File: config.mk
export PLATFORM = sky130hd
export DESIGN_NAME = lpwit_top
export DESIGN_NICKNAME = d
export VERILOG_FILES = /design/src/core/lpwit_pkg.sv /design/src/core/lpwit_top.sv
export SDC_FILE = /design/constraint.sdc
export NUM_CORES = 1
export LEC_CHECK = 0
export BUFFER_PORTS_ARGS = -buffer_cell sky130_fd_sc_hd__clkbuf_2
export CELL_PAD_IN_SITES_DETAIL_PLACEMENT = 1
export CELL_PAD_IN_SITES_GLOBAL_PLACEMENT = 1
export CORE_AREA = 3 3 98 100
export CTS_BUF_LIST = sky130_fd_sc_hd__clkbuf_4
export DETAILED_ROUTE_END_ITERATION = 10
export DIE_AREA = 0 0 101 103
export PLACE_DENSITY = 0.86
export SKIP_LAST_GASP = 1
export SYNTH_ARGS = -nofsm -noshare
export SYNTH_HDL_FRONTEND = slang
export SYNTH_SLANG_ARGS = --single-unit
export TNS_END_PERCENT = 1
File: constraint.sdc
create_clock -name clk_i -period 6.4 [get_ports clk_i]
set_input_delay 0.32 -clock clk_i [delete_from_list [all_inputs] [get_ports clk_i]]
set_output_delay 0.32 -clock clk_i [all_outputs]
set_load 0.03 [all_outputs]
File: src/core/lpwit_pkg.sv
// Purpose: constants and types for the low power wake-up interval timer
// Assumes: 100 MHz system clock, classic Wishbone register access
// Notes:   register offsets are byte addresses on a 32-bit bus
//
// Overview of operation
// - one 16-bit up-counter, periodic interval only
// - run bit 15 gates counting and oscillator
// - count clock is oscillator divided by 32
// - counter adds one per count clock edge
// - clear bit 0 zeroes counter, self-clears
// - bit 7 forwards match interrupt request
// - match flag bit 3, write one clears
// - compare 0x0001..0xffff, period compare plus one
// - registers keep contents across shutdown wake-up
// - first match after reset may come early
// - match event wakes system from shutdown; here wake_o copies match_irq_o, so only while bit 7 is set
// - system or peripheral reset restores defaults
// - start on next clock, clear synchronised to oscillator edge while running, at once when off
// - 32-bit registers, byte-lane writes, reserved untouched
`default_nettype none
package lpwit_pkg;
  // register byte offsets
  localparam logic [7:0] LPWIT_OFS_CTRL   = 8'h00;
  localparam logic [7:0] LPWIT_OFS_CMP    = 8'h04;
  localparam logic [7:0] LPWIT_OFS_COUNT  = 8'h08;
  localparam logic [7:0] LPWIT_OFS_STAT   = 8'h0c;
  localparam logic [7:0] LPWIT_OFS_MASK   = 8'h10;
  // control field positions
  localparam int LPWIT_BIT_RUN   = 15;
  localparam int LPWIT_BIT_MIEN  = 7;
  localparam int LPWIT_BIT_FLAG  = 3;
  localparam int LPWIT_BIT_CLR   = 0;
  // status / mask bit positions
  localparam int LPWIT_EV_MATCH  = 0;
  localparam int LPWIT_EV_CLRDN  = 1;
  localparam int LPWIT_NEV       = 2;
  // reset values
  localparam logic [15:0] LPWIT_CMP_RST  = 16'hffff;
  localparam logic [15:0] LPWIT_COUNT_RST = 16'h0000;
  localparam logic [LPWIT_NEV-1:0] LPWIT_EV_RST = 2'h0;
  // timing
  localparam int LPWIT_CLK_PERIOD_NS = 10;
  localparam int LPWIT_OSC_PERIOD_NS = 10_000_000;
  localparam int LPWIT_OSC_DIV_CYC   = LPWIT_OSC_PERIOD_NS / LPWIT_CLK_PERIOD_NS;
  localparam int LPWIT_OSC_W         = 20;
  localparam int LPWIT_PRE_DIV       = 32;
  localparam logic [4:0] LPWIT_PRE_LAST  = 5'h1f;
  localparam logic [4:0] LPWIT_PRE_HALF  = 5'h10;
  // wishbone request bundle
  typedef struct packed {
    logic        cyc;
    logic        stb;
    logic        we;
    logic [7:0]  adr;
    logic [3:0]  sel;
    logic [31:0] dat;
  } lpwit_wb_req_t;
  typedef enum logic {LPWIT_OFF, LPWIT_RUN} lpwit_state_t;
endpackage
`default_nettype wire

File: src/core/lpwit_top.sv
// Purpose: low power wake-up interval timer with Wishbone register slave
// Assumes: single clock; the private oscillator is a divider of clk_i
// Notes:   registers are reset only by rst_i or the peripheral reset input
//
// Decided for this implementation: the Wishbone slave port.
`default_nettype none
module lpwit_top #(
  parameter int OSC_DIV = lpwit_pkg::LPWIT_OSC_DIV_CYC
) (
  // clock and resets
  input  wire logic                     clk_i,
  input  wire logic                     rst_i,
  input  wire logic                     wake_timer_periph_reset_i,
  // wishbone slave
  input  wire lpwit_pkg::lpwit_wb_req_t wb_req_i,
  output logic [31:0]                   wb_dat_o,
  output logic                          wb_ack_o,
  // events
  output logic                          match_irq_o,
  output logic                          wake_o,
  output logic                          irq_o,
  output logic                          osc_on_o
);
  import lpwit_pkg::*;

  // reset from either source; synchronous, same domain
  wire blk_rst = rst_i | wake_timer_periph_reset_i;

  // bus decode
  wire        bus_req   = wb_req_i.cyc & wb_req_i.stb & ~wb_ack_o;
  wire        bus_wr    = bus_req & wb_req_i.we;
  wire        bus_rd    = bus_req & ~wb_req_i.we;
  wire        sel_ctrl  = wb_req_i.adr == LPWIT_OFS_CTRL;
  wire        sel_cmp   = wb_req_i.adr == LPWIT_OFS_CMP;
  wire        sel_count = wb_req_i.adr == LPWIT_OFS_COUNT;
  wire        sel_stat  = wb_req_i.adr == LPWIT_OFS_STAT;
  wire        sel_mask  = wb_req_i.adr == LPWIT_OFS_MASK;
  wire        wr_b0     = wb_req_i.sel[0];
  wire        wr_b1     = wb_req_i.sel[1];
  wire [31:0] wd        = wb_req_i.dat;

  // registers
  lpwit_state_t           state_reg;
  logic                   run_reg;
  logic                   mien_reg;
  logic                   flag_reg;
  logic                   clr_pend_reg;
  logic                   first_reg;
  logic [15:0]            cmp_reg;
  logic [15:0]            count_value_reg;
  logic [LPWIT_OSC_W-1:0] osc_reg;
  logic [4:0]             pre_reg;
  logic [LPWIT_NEV-1:0]   stat_reg;
  logic [LPWIT_NEV-1:0]   mask_reg;
  logic                   ack_reg;
  logic [31:0]            rdat_reg;

  // writes: byte lanes decide which fields change, reserved bits ignored
  wire ctrl_w0  = bus_wr & sel_ctrl & wr_b0;
  wire ctrl_w1  = bus_wr & sel_ctrl & wr_b1;
  wire run_next = ctrl_w1 ? wd[LPWIT_BIT_RUN] : run_reg;
  wire clr_wr   = ctrl_w0 & wd[LPWIT_BIT_CLR];
  wire flag_wc  = ctrl_w0 & wd[LPWIT_BIT_FLAG];
  wire [15:0] cmp_next = {(bus_wr & sel_cmp & wr_b1) ? wd[15:8] : cmp_reg[15:8],
                          (bus_wr & sel_cmp & wr_b0) ? wd[7:0]  : cmp_reg[7:0]};

  // private oscillator: runs only while the timer runs, so it costs nothing when off
  wire osc_tick   = (state_reg == LPWIT_RUN) && (osc_reg == LPWIT_OSC_W'(OSC_DIV - 1));
  // count clock edge: oscillator divided by 32
  wire count_tick = osc_tick && (pre_reg == LPWIT_PRE_LAST);
  // clear acts on an oscillator edge while running so a count edge is never split
  wire clr_apply  = clr_pend_reg & ((state_reg == LPWIT_OFF) | osc_tick);
  wire match_ev   = count_tick & ~clr_apply & (count_value_reg == cmp_reg);
  wire [LPWIT_NEV-1:0] ev_vec;
  assign ev_vec[LPWIT_EV_MATCH] = match_ev;
  assign ev_vec[LPWIT_EV_CLRDN] = clr_apply;

  // read mux; upper halves and reserved bits stay zero
  wire [31:0] ctrl_rd = {16'h0000, run_reg, 7'h00, mien_reg, 3'h0, flag_reg, 2'h0, clr_pend_reg};
  wire [31:0] rd_mux  = sel_ctrl ? ctrl_rd :
                        sel_cmp  ? {16'h0000, cmp_reg} :
                        sel_count ? {16'h0000, count_value_reg} :
                        sel_stat ? {{(32-LPWIT_NEV){1'b0}}, stat_reg} :
                        sel_mask ? {{(32-LPWIT_NEV){1'b0}}, mask_reg} : 32'h0000_0000;
  wire stat_rd = bus_rd & sel_stat;

  // run state machine; start is taken at the clk_i edge after the run bit is set
  always_ff @(posedge clk_i) begin
    if (blk_rst) begin
      state_reg <= LPWIT_OFF;
    end else begin
      case (state_reg)
        LPWIT_OFF: if (run_reg) state_reg <= LPWIT_RUN;
        LPWIT_RUN: if (!run_reg) state_reg <= LPWIT_OFF;
        default:   state_reg <= LPWIT_OFF;
      endcase
    end
  end

  // control register; no shutdown-wake input exists, so contents survive it
  always_ff @(posedge clk_i) begin
    if (blk_rst) begin
      run_reg      <= 1'b0;
      mien_reg     <= 1'b0;
      flag_reg     <= 1'b0;
      clr_pend_reg <= 1'b0;
      cmp_reg      <= LPWIT_CMP_RST;
    end else begin
      run_reg      <= run_next;
      cmp_reg      <= cmp_next;
      if (ctrl_w0) mien_reg <= wd[LPWIT_BIT_MIEN];
      // a match in the same cycle as a write-one clear keeps the flag set
      flag_reg     <= match_ev | (flag_reg & ~flag_wc);
      // self-clearing command bit
      clr_pend_reg <= clr_wr | (clr_pend_reg & ~clr_apply);
    end
  end

  // oscillator divider, prescaler and counter
  always_ff @(posedge clk_i) begin
    if (blk_rst) begin
      osc_reg   <= '0;
      pre_reg   <= 5'h00;
      count_value_reg <= LPWIT_COUNT_RST;
      first_reg <= 1'b1;
    end else if (state_reg == LPWIT_OFF) begin
      osc_reg <= '0;
      if (run_reg) begin
        // the first start after reset begins mid-way, so the first match is early
        pre_reg   <= first_reg ? LPWIT_PRE_HALF : 5'h00;
        first_reg <= 1'b0;
      end
      if (clr_apply) count_value_reg <= 16'h0000;
    end else begin
      osc_reg <= osc_tick ? '0 : osc_reg + 1'b1;
      if (clr_apply) begin
        pre_reg <= 5'h00;
        count_value_reg <= 16'h0000;
      end else if (osc_tick) begin
        pre_reg <= pre_reg + 1'b1;
        if (count_tick) count_value_reg <= match_ev ? 16'h0000 : count_value_reg + 1'b1;
      end
    end
  end

  // sticky status, cleared by reading it; a new event wins over the read
  always_ff @(posedge clk_i) begin
    if (blk_rst) begin
      stat_reg <= LPWIT_EV_RST;
      mask_reg <= LPWIT_EV_RST;
    end else begin
      stat_reg <= ev_vec | (stat_reg & {LPWIT_NEV{~stat_rd}});
      if (bus_wr & sel_mask & wr_b0) mask_reg <= wd[LPWIT_NEV-1:0];
    end
  end

  // bus answer: one wait state, ack for every address, unmapped reads zero
  always_ff @(posedge clk_i) begin
    if (blk_rst) begin
      ack_reg  <= 1'b0;
      rdat_reg <= 32'h0000_0000;
    end else begin
      ack_reg  <= bus_req;
      rdat_reg <= bus_rd ? rd_mux : 32'h0000_0000;
    end
  end

  assign wb_ack_o    = ack_reg;
  assign wb_dat_o    = rdat_reg;
  assign match_irq_o = flag_reg & mien_reg;
  assign wake_o      = match_irq_o;
  assign irq_o       = |(stat_reg & mask_reg);
  assign osc_on_o    = state_reg == LPWIT_RUN;
endmodule
`default_nettype wire

* After elaboration in Yosys (flattened, before gate mapping) *
Cells that the tools add are included.

storage, ports and cells
  flip-flop bits (word level) = 100
  input bits = 50
  output and inout bits = 37
  word-level logic and storage cells = 95

cells by class
  add/subtract/negate cells = 3
  equality and inequality tests = 8
  mux-type cells = 17
  bitwise logic cells = 35
  reductions and logical operators = 15

operators by type and width
  operator                                                         count
  16-bit 2-to-1 mux                                                9
  5-bit 2-to-1 mux                                                 5
  1-bit AND                                                        21
  20-bit by 1-bit adder with 20-bit output, second input constant  1
  20-bit == test, second input constant                            1
  16-bit by 1-bit adder with 16-bit output, second input constant  1
  16-bit == test                                                   1
  8-bit by 4-bit == test with 1-bit output, second input constant  2
  8-bit by 3-bit == test with 1-bit output, second input constant  1
  8-bit by 5-bit == test with 1-bit output, second input constant  1
  8-bit logical NOT                                                1
  2-bit nonzero test                                               4
  1-bit NOT                                                        7
  3-bit OR reduction                                               2
  6-bit OR reduction                                               1
  5-bit by 1-bit adder with 5-bit output, second input constant    1
  5-bit == test, second input constant                             1
  2-bit AND                                                        2
  2-bit 2-to-1 mux                                                 2
  1-bit OR                                                         4
  2-bit AND reduction                                              2
  2-bit OR reduction                                               2
  3-bit by 1-bit != test with 1-bit output, second input constant  1
  3-bit AND reduction                                              1
  3 further kinds                                                  4

* Depth between registers and ports, before layout *
Gate-level depths: netlist of run 1.

  depth in word-level cells = 12
  gate-level depth with buffers = 10
  mapped depth without buffers = 9

* Worst setup path before layout of run 1 *
OpenSTA, ideal clock, no wires.

  path type = register to register
  start = reg osc_reg[13]
  end = reg stat_reg[0]
  library setup time = 0.071 ns
  data arrival time = 2.280 ns
  data required time = 6.329 ns
  slack = 4.049 ns
  cell stages (with the launch flop) = 7
  buffers on the path = 1
  period minus slack after synthesis = 2.351 ns
  path through = dfxtp_1 > or4b_1 > or4_1 > or2_0 > clkbuf_1 > or4b_1 > a21oi_1

between the ends
  longest elaborated chain between the ends = 8
  elaborated cells on any way between the ends = 9
  classes of those cells = 1 x eq/ne; 6 x bitwise; 2 x reduce/logical

RTL lines
  what                      line              RTL
  start: declaration        lpwit_top.sv:51   logic [LPWIT_OSC_W-1:0] osc_reg;
  start signal: assignment  lpwit_top.sv:135  osc_reg <= osc_tick ? '0 : osc_reg + 1'b1;
  20-bit == test *          lpwit_top.sv:68   wire osc_tick = (state_reg == LPWIT_RUN) && (osc_reg == LPWIT_OSC_W'(OSC_DIV - 1));
  1-bit logical AND *       lpwit_top.sv:68
  1-bit OR                  lpwit_top.sv:72   wire clr_apply = clr_pend_reg & ((state_reg == LPWIT_OFF) | osc_tick);
  1-bit AND                 lpwit_top.sv:72
  1-bit NOT                 lpwit_top.sv:73   wire match_ev = count_tick & ~clr_apply & (count_value_reg == cmp_reg);
  1-bit AND * (2 in a row)  lpwit_top.sv:73
  2-bit OR *                lpwit_top.sv:152  stat_reg <= ev_vec | (stat_reg & {LPWIT_NEV{~stat_rd}});
  end signal: assignment    lpwit_top.sv:152
  end: declaration          lpwit_top.sv:53   logic [LPWIT_NEV-1:0] stat_reg;

Mark *: on every way between the ends. The rest lies on a longest branch, timed or not.
A chain may end at the register's enable or synchronous reset.

* Final worst setup path of run 1 *
  start = reg osc_reg[13]
  end = reg clr_pend_reg

between the ends
  longest elaborated chain between the ends = 7

RTL lines
  what                    line              RTL
  20-bit == test          lpwit_top.sv:68
  1-bit logical AND       lpwit_top.sv:68
  1-bit OR                lpwit_top.sv:72
  1-bit AND               lpwit_top.sv:72
  1-bit NOT               lpwit_top.sv:115  clr_pend_reg <= clr_wr | (clr_pend_reg & ~clr_apply);
  1-bit AND               lpwit_top.sv:115
  1-bit OR                lpwit_top.sv:115
  end signal: assignment  lpwit_top.sv:115
  end: declaration        lpwit_top.sv:47   logic clr_pend_reg;

No other way between the ends.

==> results of run 1 <==
-- logic make-up after synthesis --
kind of cell,count (synthesis),synth area share [%]
xor gates and xnor gates,45,10.0
DFF,84,42.8
and+or+nand+nor,213,25.4
buffers and inverters,48,6.24
adders and majority gates,4,1.27
muxes,25,6.37
AOI/OAI and AO/OA,48,7.83
other,1,0.0954
-- power breakdown --
part / switching [mW] / internal, mW / total, mW / leakage [nW]
Clock: 0.200 / 0.0867 / 0.287 / 0.0728
Combinational: 0.0309 / 0.0122 / 0.0431 / 0.854
Sequential: 0.000111 / 0.523 / 0.523 / 0.677
-- critical path: stages, from the launching register on --
cell,delay (ns)
sky130_fd_sc_hd__dfxtp_1,0.36
sky130_fd_sc_hd__or4b_1,0.52
sky130_fd_sc_hd__or4_1,0.57
sky130_fd_sc_hd__or2_0,0.36
sky130_fd_sc_hd__nand3_1,0.62
sky130_fd_sc_hd__o22ai_1,0.17
-- routing by layer --
metal  wire length (um)  vias up  track usage (%)  part of all wire [%]
met5                  0        -                0                     0
met4                135        0             6.75                   1.4
met3                422       12             4.13                   4.2
met2               5270       73             38.2                    53
met1               4170     1675             22.6                    42
li1                   -     1647                -                     -
-- worst max-delay path by stage --
stage                      startpoint  cells past startpoint  slack, ns      endpoint
after floorplan           osc_reg[13]                      6       4.05   stat_reg[0]
after global placement    osc_reg[13]                      5       3.80  clr_pend_reg
after detailed placement  osc_reg[10]                      5       3.66  clr_pend_reg
after CTS                 osc_reg[13]                      5       3.62  clr_pend_reg
after global routing       osc_reg[9]                      6       3.47    pre_reg[3]
final                     osc_reg[13]                      5       3.66  clr_pend_reg
-- synth_stat cells, drive strengths merged (4+ instances only) --
library cell	instances
nand2b	4
inv	11
dfxtp	84
a22oi	14
a31oi	8
clkbuf	19
nor4	6
nand4	8
or2	4
nor2	82
xor2	15
or4b	4
nand2	51
o21ai	8
nand3	22
buf	18
or4	4
nor3	9
and3	6
xnor2	30
a21oi	10
ha	4
mux2i	25
-- cell type report --
class                      count  area [um^2]
tap                          108          135
inverter                      11         41.3
clock inverter                 7         60.1
sequential                    84         1680
timing repair buffer          55          283
fill                        1100         4430
multi-input combinational    351         2060
clock buffer                   9         67.6
-- metrics by stage --
stage	hold WS [ns]	worst slack, ns
after global routing	0.0448	3.47
after CTS	0.0600	3.62
final	0.0774	3.66
after floorplan	0.423	4.05
after global placement	0.432	3.80
after detailed placement	0.443	3.66
==> impl_metrics.sql, run 1 <==
INSERT INTO impl_metrics (metric_group, metric, value, unit) VALUES
('logic_synthesis', 'seq_cells_post_synth', '84', ''),
('place', 'detailed_place.area', '4200', 'um^2'),
('power_and_ir_drop', 'design_power_total', '853', 'uW'),
('critical_path', 'worst_ep_arrival_time', '3.03', 'ns'),
('timing', 'fin_crit', '2.74', 'ns'),
('timing', 'worst_pin_slew', '0.945', 'ns'),
('cells_and_area', 'insertedDiodeCount', '0', ''),
('detailed_routing', 'avgViaCountPerCell', '5.45', ''),
('critical_path', 'timing.setup.critical_path_class', 'register to register', ''),
('critical_path', 'cp_max_fo', '21', ''),
('cells_and_area', 'final_design_area_no_fill', '4330', 'um^2'),
('cells_and_area', 'max_ffs_per_register', '20', ''),
('floorplanning', 'initial_core_util', '44.8', '%'),
('clocking', 'clock_root_buffer', 'sky130_fd_sc_hd__clkbuf_4', ''),
('place', 'post-dp-hpwl', '7680', 'um'),
('min_path', 'worst_hold_path_class', 'input port to register', ''),
('job', 'max-cap-violations', '0', ''),
('timing', 'post-route-period-util', '42.8', '%'),
('detailed_routing', 'drc_errors', '0', ''),
('clocking', 'numClockSinks', '84', ''),
('place', 'place.detailed.instances', '609', ''),
('logic_synthesis', 'synthDominantAreaCellType', 'sky130_fd_sc_hd__dfxtp_1', ''),
('clocking', 'cts_tree', 'built', ''),
('detailed_routing', 'route.final.wire_length', '10000', 'um'),
('critical_path', 'cp-end-kind', 'register', ''),
('timing', 'setup-violations-final', '0', ''),
('clocking', 'cts_bufs_inserted', '9', ''),
('critical_path', 'regToRegSetupSlack', '3.66', 'ns'),
('floorplanning', 'rows', '34', ''),
('timing', 'maxSlewHeadroom', '36.7', '%'),
('cells_and_area', 'layout_common_cells', 'sky130_fd_sc_hd__dfxtp_1, sky130_fd_sc_hd__nor2_1, sky130_fd_sc_hd__clkbuf_2', ''),
('clocking', 'ctsHtreeMaxLevel', '3', ''),
('floorplanning', 'die_area', '10400', 'um^2'),
('min_path', 'timing.hold.worst.start', 'wb_req_i[4]', ''),
('detailed_routing', 'drt-pass1-iter-count', '4', ''),
('clocking', 'post-cts-setup-buffer-count', '0', ''),
('run_status', 'outcome', 'finished clean', ''),
('detailed_routing', 'first_iter_violations', '100', ''),
('floorplanning', 'chipWidth', '101', 'um'),
('min_path', 'timing.hold.worst_endpoint', 'cmp_reg[4]', ''),
('detailed_routing', 'detail_route.wl_per_cell', '16.0', 'um'),
('floorplanning', 'floorplan.core_area', '8760', 'um^2'),
('floorplanning', 'fp.dieH', '103', 'um'),
('global_route', 'grt_antenna_before_repair', '0', ''),
('timing', 'finalHoldViolCount', '0', ''),
('place', 'io_buffer_count', '52', ''),
('logic_synthesis', 'synth_sequential_area_ratio', '42.8', '%'),
('detailed_routing', 'antenna_violating_nets_post_route', '0', ''),
('global_route', 'wire_length_of_the_first_global_routing_pass', '16700', 'um'),
('logic_synthesis', 'synth.top_cells.by_area', 'sky130_fd_sc_hd__dfxtp_1, sky130_fd_sc_hd__nor2_1, sky130_fd_sc_hd__xnor2_1', ''),
('timing', 'finClkSkew', '0.0202', 'ns'),
('logic_synthesis', 'synth.lib_cells_used.distinct', '44', ''),
('timing', 'totalNegativeSetupSlack', '0', 'ns'),
('power_and_ir_drop', 'peakVddDrop', '0.000147', 'V'),
('logic_synthesis', 'synth_enable_flop_cells', '0', ''),
('logic_synthesis', 'synthesis.instances', '468', ''),
('clocking', 'cts.path.max_buffers', '2', ''),
('logic_synthesis', 'synth_ff_type', 'sky130_fd_sc_hd__dfxtp_1', ''),
('logic_synthesis', 'postSynthAreaPerCell', '8.40', 'um^2'),
('clocking', 'cts-resized-gates', '0', ''),
('critical_path', 'startpoint_class_of_the_critical_path', 'register', ''),
('critical_path', 'worst_r2r_endpoint', 'clr_pend_reg', ''),
('timing', 'setup_repair_after_global_routing_missed_its_margin', 'no', ''),
('critical_path', 'cp_data_required_time', '6.69', 'ns'),
('global_route', 'track_usage', '20.2', '%'),
('cells_and_area', 'final_nets', '566', ''),
('global_route', 'first_global_vias', '3547', ''),
('clocking', 'clkSlewWorstSetupHoldPaths', '0.15', 'ns'),
('power_and_ir_drop', 'cellPowerDensity', '197', 'nW/um^2'),
('logic_synthesis', 'synth.yosys.warnings', '0', ''),
('detailed_routing', 'detailroute.via_count', '3407', '');
(Power assumes the default switching activity.)
==> run 2, diff against run 1 <==
--- a/config.mk
+++ b/config.mk
@@ -8,11 +8,11 @@
 export BUFFER_PORTS_ARGS = -buffer_cell sky130_fd_sc_hd__clkbuf_2
 export CELL_PAD_IN_SITES_DETAIL_PLACEMENT = 1
 export CELL_PAD_IN_SITES_GLOBAL_PLACEMENT = 1
-export CORE_AREA = 3 3 98 100
+export CORE_AREA = 3 3 102 104
 export CTS_BUF_LIST = sky130_fd_sc_hd__clkbuf_4
 export DETAILED_ROUTE_END_ITERATION = 10
-export DIE_AREA = 0 0 101 103
-export PLACE_DENSITY = 0.86
+export DIE_AREA = 0 0 105 107
+export PLACE_DENSITY = 0.81
 export SKIP_LAST_GASP = 1
 export SYNTH_ARGS = -nofsm -noshare
 export SYNTH_HDL_FRONTEND = slang
==> constraint.sdc (replaced) <==
create_clock -name clk_i -period 2.8 [get_ports clk_i]
set_input_delay 0.14 -clock clk_i [delete_from_list [all_inputs] [get_ports clk_i]]
set_output_delay 0.14 -clock clk_i [all_outputs]
set_load 0.03 [all_outputs]
==> run 2 against run 1 <==
Wire length is 3.9% higher. Hold slack worse by 0.034 ns. Critical path depth stayed put. Worst setup slack worse by 3.4 ns. Flip-flop and latch count stayed put. Non-clock buffer count is 22 higher. Maximum frequency is 7.1% higher. First-iteration DRC count is 46% higher. Utilization is 1.7 points lower. Sequential power is 130% higher. Critical endpoint is now pre_reg[1]. Largest cell class unchanged. Largest power group unchanged.
==> impl_metrics.sql, run 2 (synthesis results as in run 1) <==
INSERT INTO impl_metrics (metric_group, metric, value, unit) VALUES
('detailed_routing', 'route.final.wire_length', '10400', 'um'),
('job', 'max-cap-violations', '0', ''),
('cells_and_area', 'flow.area_growth_from_synthesis', '16.9', '%'),
('cells_and_area', 'final.fill_count', '1185', ''),
('clocking', 'cts-resized-gates', '0', ''),
('detailed_routing', 'antenna_violating_nets_post_route', '0', ''),
('cells_and_area', 'layout_common_cells', 'sky130_fd_sc_hd__dfxtp_1, sky130_fd_sc_hd__nor2_1, sky130_fd_sc_hd__clkbuf_2', ''),
('cells_and_area', 'insertedDiodeCount', '0', ''),
('timing', 'totalNegativeSetupSlack', '0', 'ns'),
('critical_path', 'startpoint_class_of_the_critical_path', 'register', ''),
('clocking', 'clkSlewWorstSetupHoldPaths', '0.16', 'ns'),
('detailed_routing', 'detailroute.via_count', '3459', ''),
('critical_path', 'timing.setup.critical_path_class', 'register to register', ''),
('timing', 'timing.fmax', '0.391', 'GHz'),
('detailed_routing', 'drt-pass1-iter-count', '4', ''),
('cells_and_area', 'max_ffs_per_register', '20', ''),
('floorplanning', 'floorplan.core_area', '9640', 'um^2'),
('clocking', 'ctsHtreeMaxLevel', '3', ''),
('power_and_ir_drop', 'power.switching', '550', 'uW'),
('critical_path', 'worst_ep_arrival_time', '2.87', 'ns'),
('power_and_ir_drop', 'cellPowerDensity', '454', 'nW/um^2'),
('cells_and_area', 'drive_above_1_share', '15.4', '%'),
('min_path', 'worst_hold_path_class', 'input port to register', ''),
('timing', 'finClkSkew', '0.0274', 'ns'),
('floorplanning', 'chipWidth', '105', 'um'),
('timing', 'fin_crit', '2.56', 'ns'),
('power_and_ir_drop', 'peakVddDrop', '0.000230', 'V'),
('power_and_ir_drop', 'switching_share', '26.4', '%'),
('floorplanning', 'initial_core_util', '40.8', '%'),
('cells_and_area', 'layout.cells.most_common', 'sky130_fd_sc_hd__dfxtp_1', ''),
('cells_and_area', 'ff_latch_area', '1680', 'um^2'),
('timing', 'post-route-period-util', '91.3', '%'),
('clocking', 'insertion_delay', '0.45', 'ns'),
('timing', 'setup_repair_after_global_routing_missed_its_margin', 'no', ''),
('cells_and_area', 'post-route-util', '47.7', '%'),
('timing', 'number_of_pins_exceeding_their_max_slew_limit_in_the_final_report', '0', ''),
('critical_path', 'cp_max_fo', '6', ''),
('global_route', 'first_global_vias', '3529', ''),
('clocking', 'clock_root_buffer', 'sky130_fd_sc_hd__clkbuf_4', ''),
('critical_path', 'cp_data_required_time', '3.12', 'ns'),
('floorplanning', 'rows', '36', ''),
('run_status', 'outcome', 'finished clean', ''),
('floorplanning', 'fp.dieH', '107', 'um'),
('power_and_ir_drop', 'power.sequential.fraction', '57.4', '%'),
('place', 'post-dp-hpwl', '7430', 'um'),
('global_route', 'grt_antenna_before_repair', '0', ''),
('cells_and_area', 'fin_cells', '672', ''),
('detailed_routing', 'avgViaCountPerCell', '5.15', ''),
('power_and_ir_drop', 'power.share.clock', '36.8', '%'),
('global_route', 'track_usage', '19.0', '%'),
('global_route', 'wire_length_of_the_first_global_routing_pass', '17200', 'um'),
('detailed_routing', 'detail_route.wl_per_cell', '15.5', 'um'),
('global_route', 'grt_overflow_total', '0', ''),
('timing', 'finalHoldViolCount', '0', ''),
('timing', 'whs', '0.0437', 'ns'),
('detailed_routing', 'drc_errors', '0', ''),
('timing', 'setup-violations-final', '0', ''),
('cells_and_area', 'multiInputGateArea', '2060', 'um^2'),
('floorplanning', 'die_area', '11200', 'um^2'),
('place', 'io_buffer_count', '52', ''),
('clocking', 'cts_tree', 'built', ''),
('clocking', 'cts_bufs_inserted', '9', ''),
('power_and_ir_drop', 'total_leakage_power', '1.71', 'nW'),
('clocking', 'numClockSinks', '84', ''),
('place', 'place.detailed.instances', '640', ''),
('cells_and_area', 'final_nets', '588', ''),
('place', 'gp_congestion', '0.780', ''),
('global_route', 'pin_count_of_the_biggest_net_entering_global_routing', '21', ''),
('power_and_ir_drop', 'logic_gate_share_of_total_power', '5.8', '%'),
('timing', 'maxSlewHeadroom', '44.8', '%'),
('clocking', 'cts.path.max_buffers', '2', ''),
('critical_path', 'cp-end-kind', 'register', ''),
('timing', 'worst_pin_slew', '0.827', 'ns'),
('power_and_ir_drop', 'internal_power', '1.53', 'mW'),
('floorplanning', 'io_pins', '87', ''),
('detailed_routing', 'first_iter_violations', '146', '');
-- run 2: metal layers --
metal	up-vias	track usage [%]	share of wire (%)	routed length, um
met2	76	33.5	50	5190
met5	-	0	0	0
li1	1691	-	-	-
met4	0	6.56	2.2	230
met3	22	4.21	3.9	402
met1	1670	22.8	44	4570
-- run 2: cell type report --
class / instances / area share, %
Timing Repair Buffer: 77 / 10.6
Inverter: 11 / 0.898
Sequential cell: 84 / 36.6
Clock inverter: 7 / 1.93
Tap cell: 133 / 3.62
Multi-Input combinational cell: 351 / 44.9
Clock buffer: 9 / 1.47
-- run 2: power groups by stage --
stage	clock network [mW]	registers (mW)	logic [mW]
detailed placement	0	1.22	0.100
CTS	0.795	1.20	0.118
floorplan	0	1.22	0.0791
global placement	0	1.22	0.0981
global route	0.837	1.20	0.130
finish	0.768	1.20	0.120
-- run 2: final timing paths --
path         cells after the start         start  slack, ns           to
max reg2reg                      5    osc_reg[9]       0.24   pre_reg[1]
min reg2reg                      2     first_reg       0.47    first_reg
min                              3  wb_req_i[44]       0.04  wb_dat_o[0]
max                              5    osc_reg[9]       0.24   pre_reg[1]
-- run 2: stage by stage --
| stage | power [mW] | cell area [um^2] | setup slack, ns |
|---|---|---|---|
| 3_5_place_dp | 1.32 | 4280 | 0.271 |
| 5_1_grt | 2.16 | 4600 | 0.0695 |
| 6_report | 2.08 | 4600 | 0.244 |
| 2_1_floorplan | 1.30 | 3990 | 0.449 |
| 3_3_place_gp | 1.32 | 4280 | 0.349 |
| 4_1_cts | 2.11 | 4600 | 0.224 |
-- run 2: timing repair --
item / in CTS / in global routing
buffers inserted: 0 / 0
endpoints found under the hold margin: 21 / 0
hold buffers: 16 / 0
endpoints found under the setup margin: 0 / 0
-- run 2: critical path, cell delays in order (launching register included) --
cell                       delay [ns]
sky130_fd_sc_hd__dfxtp_1         0.44
sky130_fd_sc_hd__or4b_1          0.44
sky130_fd_sc_hd__or4_1           0.55
sky130_fd_sc_hd__or2_0           0.33
sky130_fd_sc_hd__o311ai_1        0.55
sky130_fd_sc_hd__nor2_1          0.11
==> run 3, diff against run 2 <==
--- a/config.mk
+++ b/config.mk
@@ -8,11 +8,10 @@
 export BUFFER_PORTS_ARGS = -buffer_cell sky130_fd_sc_hd__clkbuf_2
 export CELL_PAD_IN_SITES_DETAIL_PLACEMENT = 1
 export CELL_PAD_IN_SITES_GLOBAL_PLACEMENT = 1
-export CORE_AREA = 3 3 102 104
-export CTS_BUF_LIST = sky130_fd_sc_hd__clkbuf_4
+export CORE_AREA = 3 3 104 106
 export DETAILED_ROUTE_END_ITERATION = 10
-export DIE_AREA = 0 0 105 107
-export PLACE_DENSITY = 0.81
+export DIE_AREA = 0 0 107 109
+export PLACE_DENSITY = 0.78
 export SKIP_LAST_GASP = 1
 export SYNTH_ARGS = -nofsm -noshare
 export SYNTH_HDL_FRONTEND = slang
==> run 3 against run 2 <==
Flip-flop and latch count stayed put. Clock power is 29% higher. Largest power group unchanged. Non-clock buffer count is 6 lower. Global-route usage is 0.44 points lower. Worst setup slack better by 0.022 ns. Critical path depth stayed put. Sequential share of layout area is 0.060 points lower.
==> impl_metrics.sql, run 3 (synthesis results as in run 1) <==
INSERT INTO impl_metrics (metric_group, metric, value, unit) VALUES
('power_and_ir_drop', 'internal_power', '1.75', 'mW'),
('cells_and_area', 'max_ffs_per_register', '20', ''),
('clocking', 'cts.path.max_buffers', '2', ''),
('critical_path', 'regToRegSetupSlack', '0.27', 'ns'),
('timing', 'maxSlewHeadroom', '42.6', '%'),
('floorplanning', 'die_area', '11700', 'um^2'),
('detailed_routing', 'detail_route.wl_per_cell', '15.6', 'um'),
('power_and_ir_drop', 'power.sequential.fraction', '52.0', '%'),
('detailed_routing', 'drt-met1-wl', '4680', 'um'),
('min_path', 'worst_hold_path_class', 'input port to register', ''),
('power_and_ir_drop', 'power.share.clock', '43.2', '%'),
('timing', 'fin_crit', '2.53', 'ns'),
('detailed_routing', 'drc_errors', '0', ''),
('global_route', 'wire_length_of_the_first_global_routing_pass', '17200', 'um'),
('detailed_routing', 'detailroute.via_count', '3432', ''),
('timing', 'setup_repair_after_global_routing_missed_its_margin', 'no', ''),
('detailed_routing', 'met3WireLength', '418', 'um'),
('power_and_ir_drop', 'power.switching', '551', 'uW'),
('detailed_routing', 'avgViaCountPerCell', '5.15', ''),
('place', 'gp_congestion', '0.815', ''),
('detailed_routing', 'drt-pass1-iter-count', '5', ''),
('place', 'post-dp-hpwl', '7560', 'um'),
('detailed_routing', 'route.final.wire_length', '10400', 'um'),
('clocking', 'post-cts-setup-buffer-count', '0', ''),
('clocking', 'numClockSinks', '84', ''),
('run_status', 'outcome', 'finished clean', ''),
('critical_path', 'cp-end-kind', 'register', ''),
('floorplanning', 'rows', '36', ''),
('cells_and_area', 'final_nets', '582', ''),
('detailed_routing', 'first_iter_violations', '162', ''),
('power_and_ir_drop', 'total_leakage_power', '1.72', 'nW'),
('timing', 'worst_pin_slew', '0.857', 'ns'),
('critical_path', 'startpoint_class_of_the_critical_path', 'register', ''),
('job', 'max-cap-violations', '0', ''),
('critical_path', 'cp_max_fo', '6', ''),
('critical_path', 'timing.setup.critical_path_class', 'register to register', ''),
('power_and_ir_drop', 'cellPowerDensity', '499', 'nW/um^2'),
('cells_and_area', 'layout_common_cells', 'sky130_fd_sc_hd__dfxtp_1, sky130_fd_sc_hd__nor2_1, sky130_fd_sc_hd__clkbuf_2', ''),
('timing', 'totalNegativeSetupSlack', '0', 'ns'),
('clocking', 'cts_tree', 'built', ''),
('global_route', 'pin_count_of_the_biggest_net_entering_global_routing', '21', ''),
('clocking', 'cts-resized-gates', '0', ''),
('timing', 'post-route-period-util', '90.5', '%'),
('place', 'io_buffer_count', '52', ''),
('floorplanning', 'floorplan.core_area', '9860', 'um^2'),
('timing', 'finClkSkew', '0.0117', 'ns'),
('floorplanning', 'initial_core_util', '39.8', '%'),
('global_route', 'grt_antenna_before_repair', '0', ''),
('global_route', 'grt_overflow_total', '0', ''),
('cells_and_area', 'layout.cells.most_common', 'sky130_fd_sc_hd__dfxtp_1', ''),
('clocking', 'clkSlewWorstSetupHoldPaths', '0.09', 'ns'),
('cells_and_area', 'flow.area_growth_from_synthesis', '17.1', '%'),
('power_and_ir_drop', 'logic_gate_share_of_total_power', '4.9', '%'),
('clocking', 'insertion_delay', '0.37', 'ns'),
('timing', 'number_of_pins_exceeding_their_max_slew_limit_in_the_final_report', '0', ''),
('cells_and_area', 'drive_above_1_share', '15.8', '%'),
('timing', 'finalHoldViolCount', '0', ''),
('floorplanning', 'chipWidth', '107', 'um'),
('cells_and_area', 'insertedDiodeCount', '0', ''),
('floorplanning', 'fp.dieH', '109', 'um'),
('detailed_routing', 'antenna_violating_nets_post_route', '0', ''),
('power_and_ir_drop', 'switching_share', '24.0', '%'),
('clocking', 'clock_root_buffer', 'sky130_fd_sc_hd__clkbuf_8', ''),
('timing', 'setup-violations-final', '0', ''),
('clocking', 'cts_bufs_inserted', '9', ''),
('cells_and_area', 'final.fill_count', '1207', ''),
('critical_path', 'cp_data_required_time', '3.10', 'ns'),
('global_route', 'track_usage', '18.5', '%'),
('global_route', 'first_global_vias', '3515', ''),
('clocking', 'ctsHtreeMaxLevel', '3', ''),
('timing', 'timing.fmax', '0.395', 'GHz'),
('critical_path', 'worst_ep_arrival_time', '2.83', 'ns'),
('floorplanning', 'io_pins', '87', ''),
('detailed_routing', 'dr.max_layer_used', 'met4', ''),
('timing', 'whs', '0.0196', 'ns'),
('detailed_routing', 'met2WireLength', '5190', 'um'),
('power_and_ir_drop', 'peakVddDrop', '0.000276', 'V');
[run 3: changes by cell type in the layout (fill, tap and decap cells not counted), sizes merged]
cell and delta:
clkinvlp -1, dlygate4sd3 -7, buf +1, bufinv +1
[run 3: per-stage QoR]
step / setup slack, ns / cell area, um^2 / total power, mW / utilization (%) / instances
global placement: 0.347 / 4290 / 1.32 / 43.5 / 641
global route: 0.102 / 4600 / 2.38 / 46.7 / 666
CTS: 0.259 / 4590 / 2.32 / 46.6 / 665
detailed placement: 0.272 / 4290 / 1.32 / 43.5 / 641
finish: 0.266 / 4600 / 2.30 / 46.7 / 666
floorplan: 0.449 / 3990 / 1.30 / - / 483
[run 3: worst paths after layout]
| path | from | end | depth (start not counted) |
|---|---|---|---|
| worst min register to register | osc_reg[0] | osc_reg[0] | 1 |
| worst max-delay path | osc_reg[13] | stat_reg[0] | 5 |
| worst min-delay path | wb_req_i[6] | cmp_reg[6] | 3 |
| worst max register to register | osc_reg[13] | stat_reg[0] | 5 |
[run 3: metal layers]
| layer | global-route usage [%] | up-vias |
|---|---|---|
| met3 | 4.44 | 11 |
| met2 | 32.1 | 66 |
| met4 | 5.21 | 0 |
| met1 | 23.1 | 1683 |
| met5 | 0 | - |
| li1 | - | 1672 |
[run 3: what timing repair did]
action / in CTS / in global routing
hold endpoints to repair: 8 / 1
endpoints found under the setup margin: 0 / 0
hold buffers: 8 / 1
[run 3: power by group through the flow]
stage	clock network (mW)	logic (mW)	registers [mW]
2_1_floorplan	0	0.0791	1.22
3_3_place_gp	0	0.0982	1.22
3_5_place_dp	0	0.100	1.22
4_1_cts	1.02	0.110	1.19
5_1_grt	1.06	0.121	1.19
6_report	0.993	0.112	1.19
[run 3: worst max-delay path, cell delays in order, from the launching register on]
cell	delay (ns)
sky130_fd_sc_hd__dfxtp_1	0.34
sky130_fd_sc_hd__or4b_1	0.53
sky130_fd_sc_hd__or4_1	0.55
sky130_fd_sc_hd__or2_0	0.33
sky130_fd_sc_hd__or4b_1	0.55
sky130_fd_sc_hd__a21oi_1	0.17
[run 3: final cells by class]
cell class	instances	area [um^2]	share of cell area, %
inverter	11	41.3	0.897
clock inverter	7	103	2.23
timing repair buffer	71	425	9.24
sequential	84	1680	36.5
tap	133	166	3.62
clock buffer	9	124	2.69
multi-input combinational	351	2060	44.8
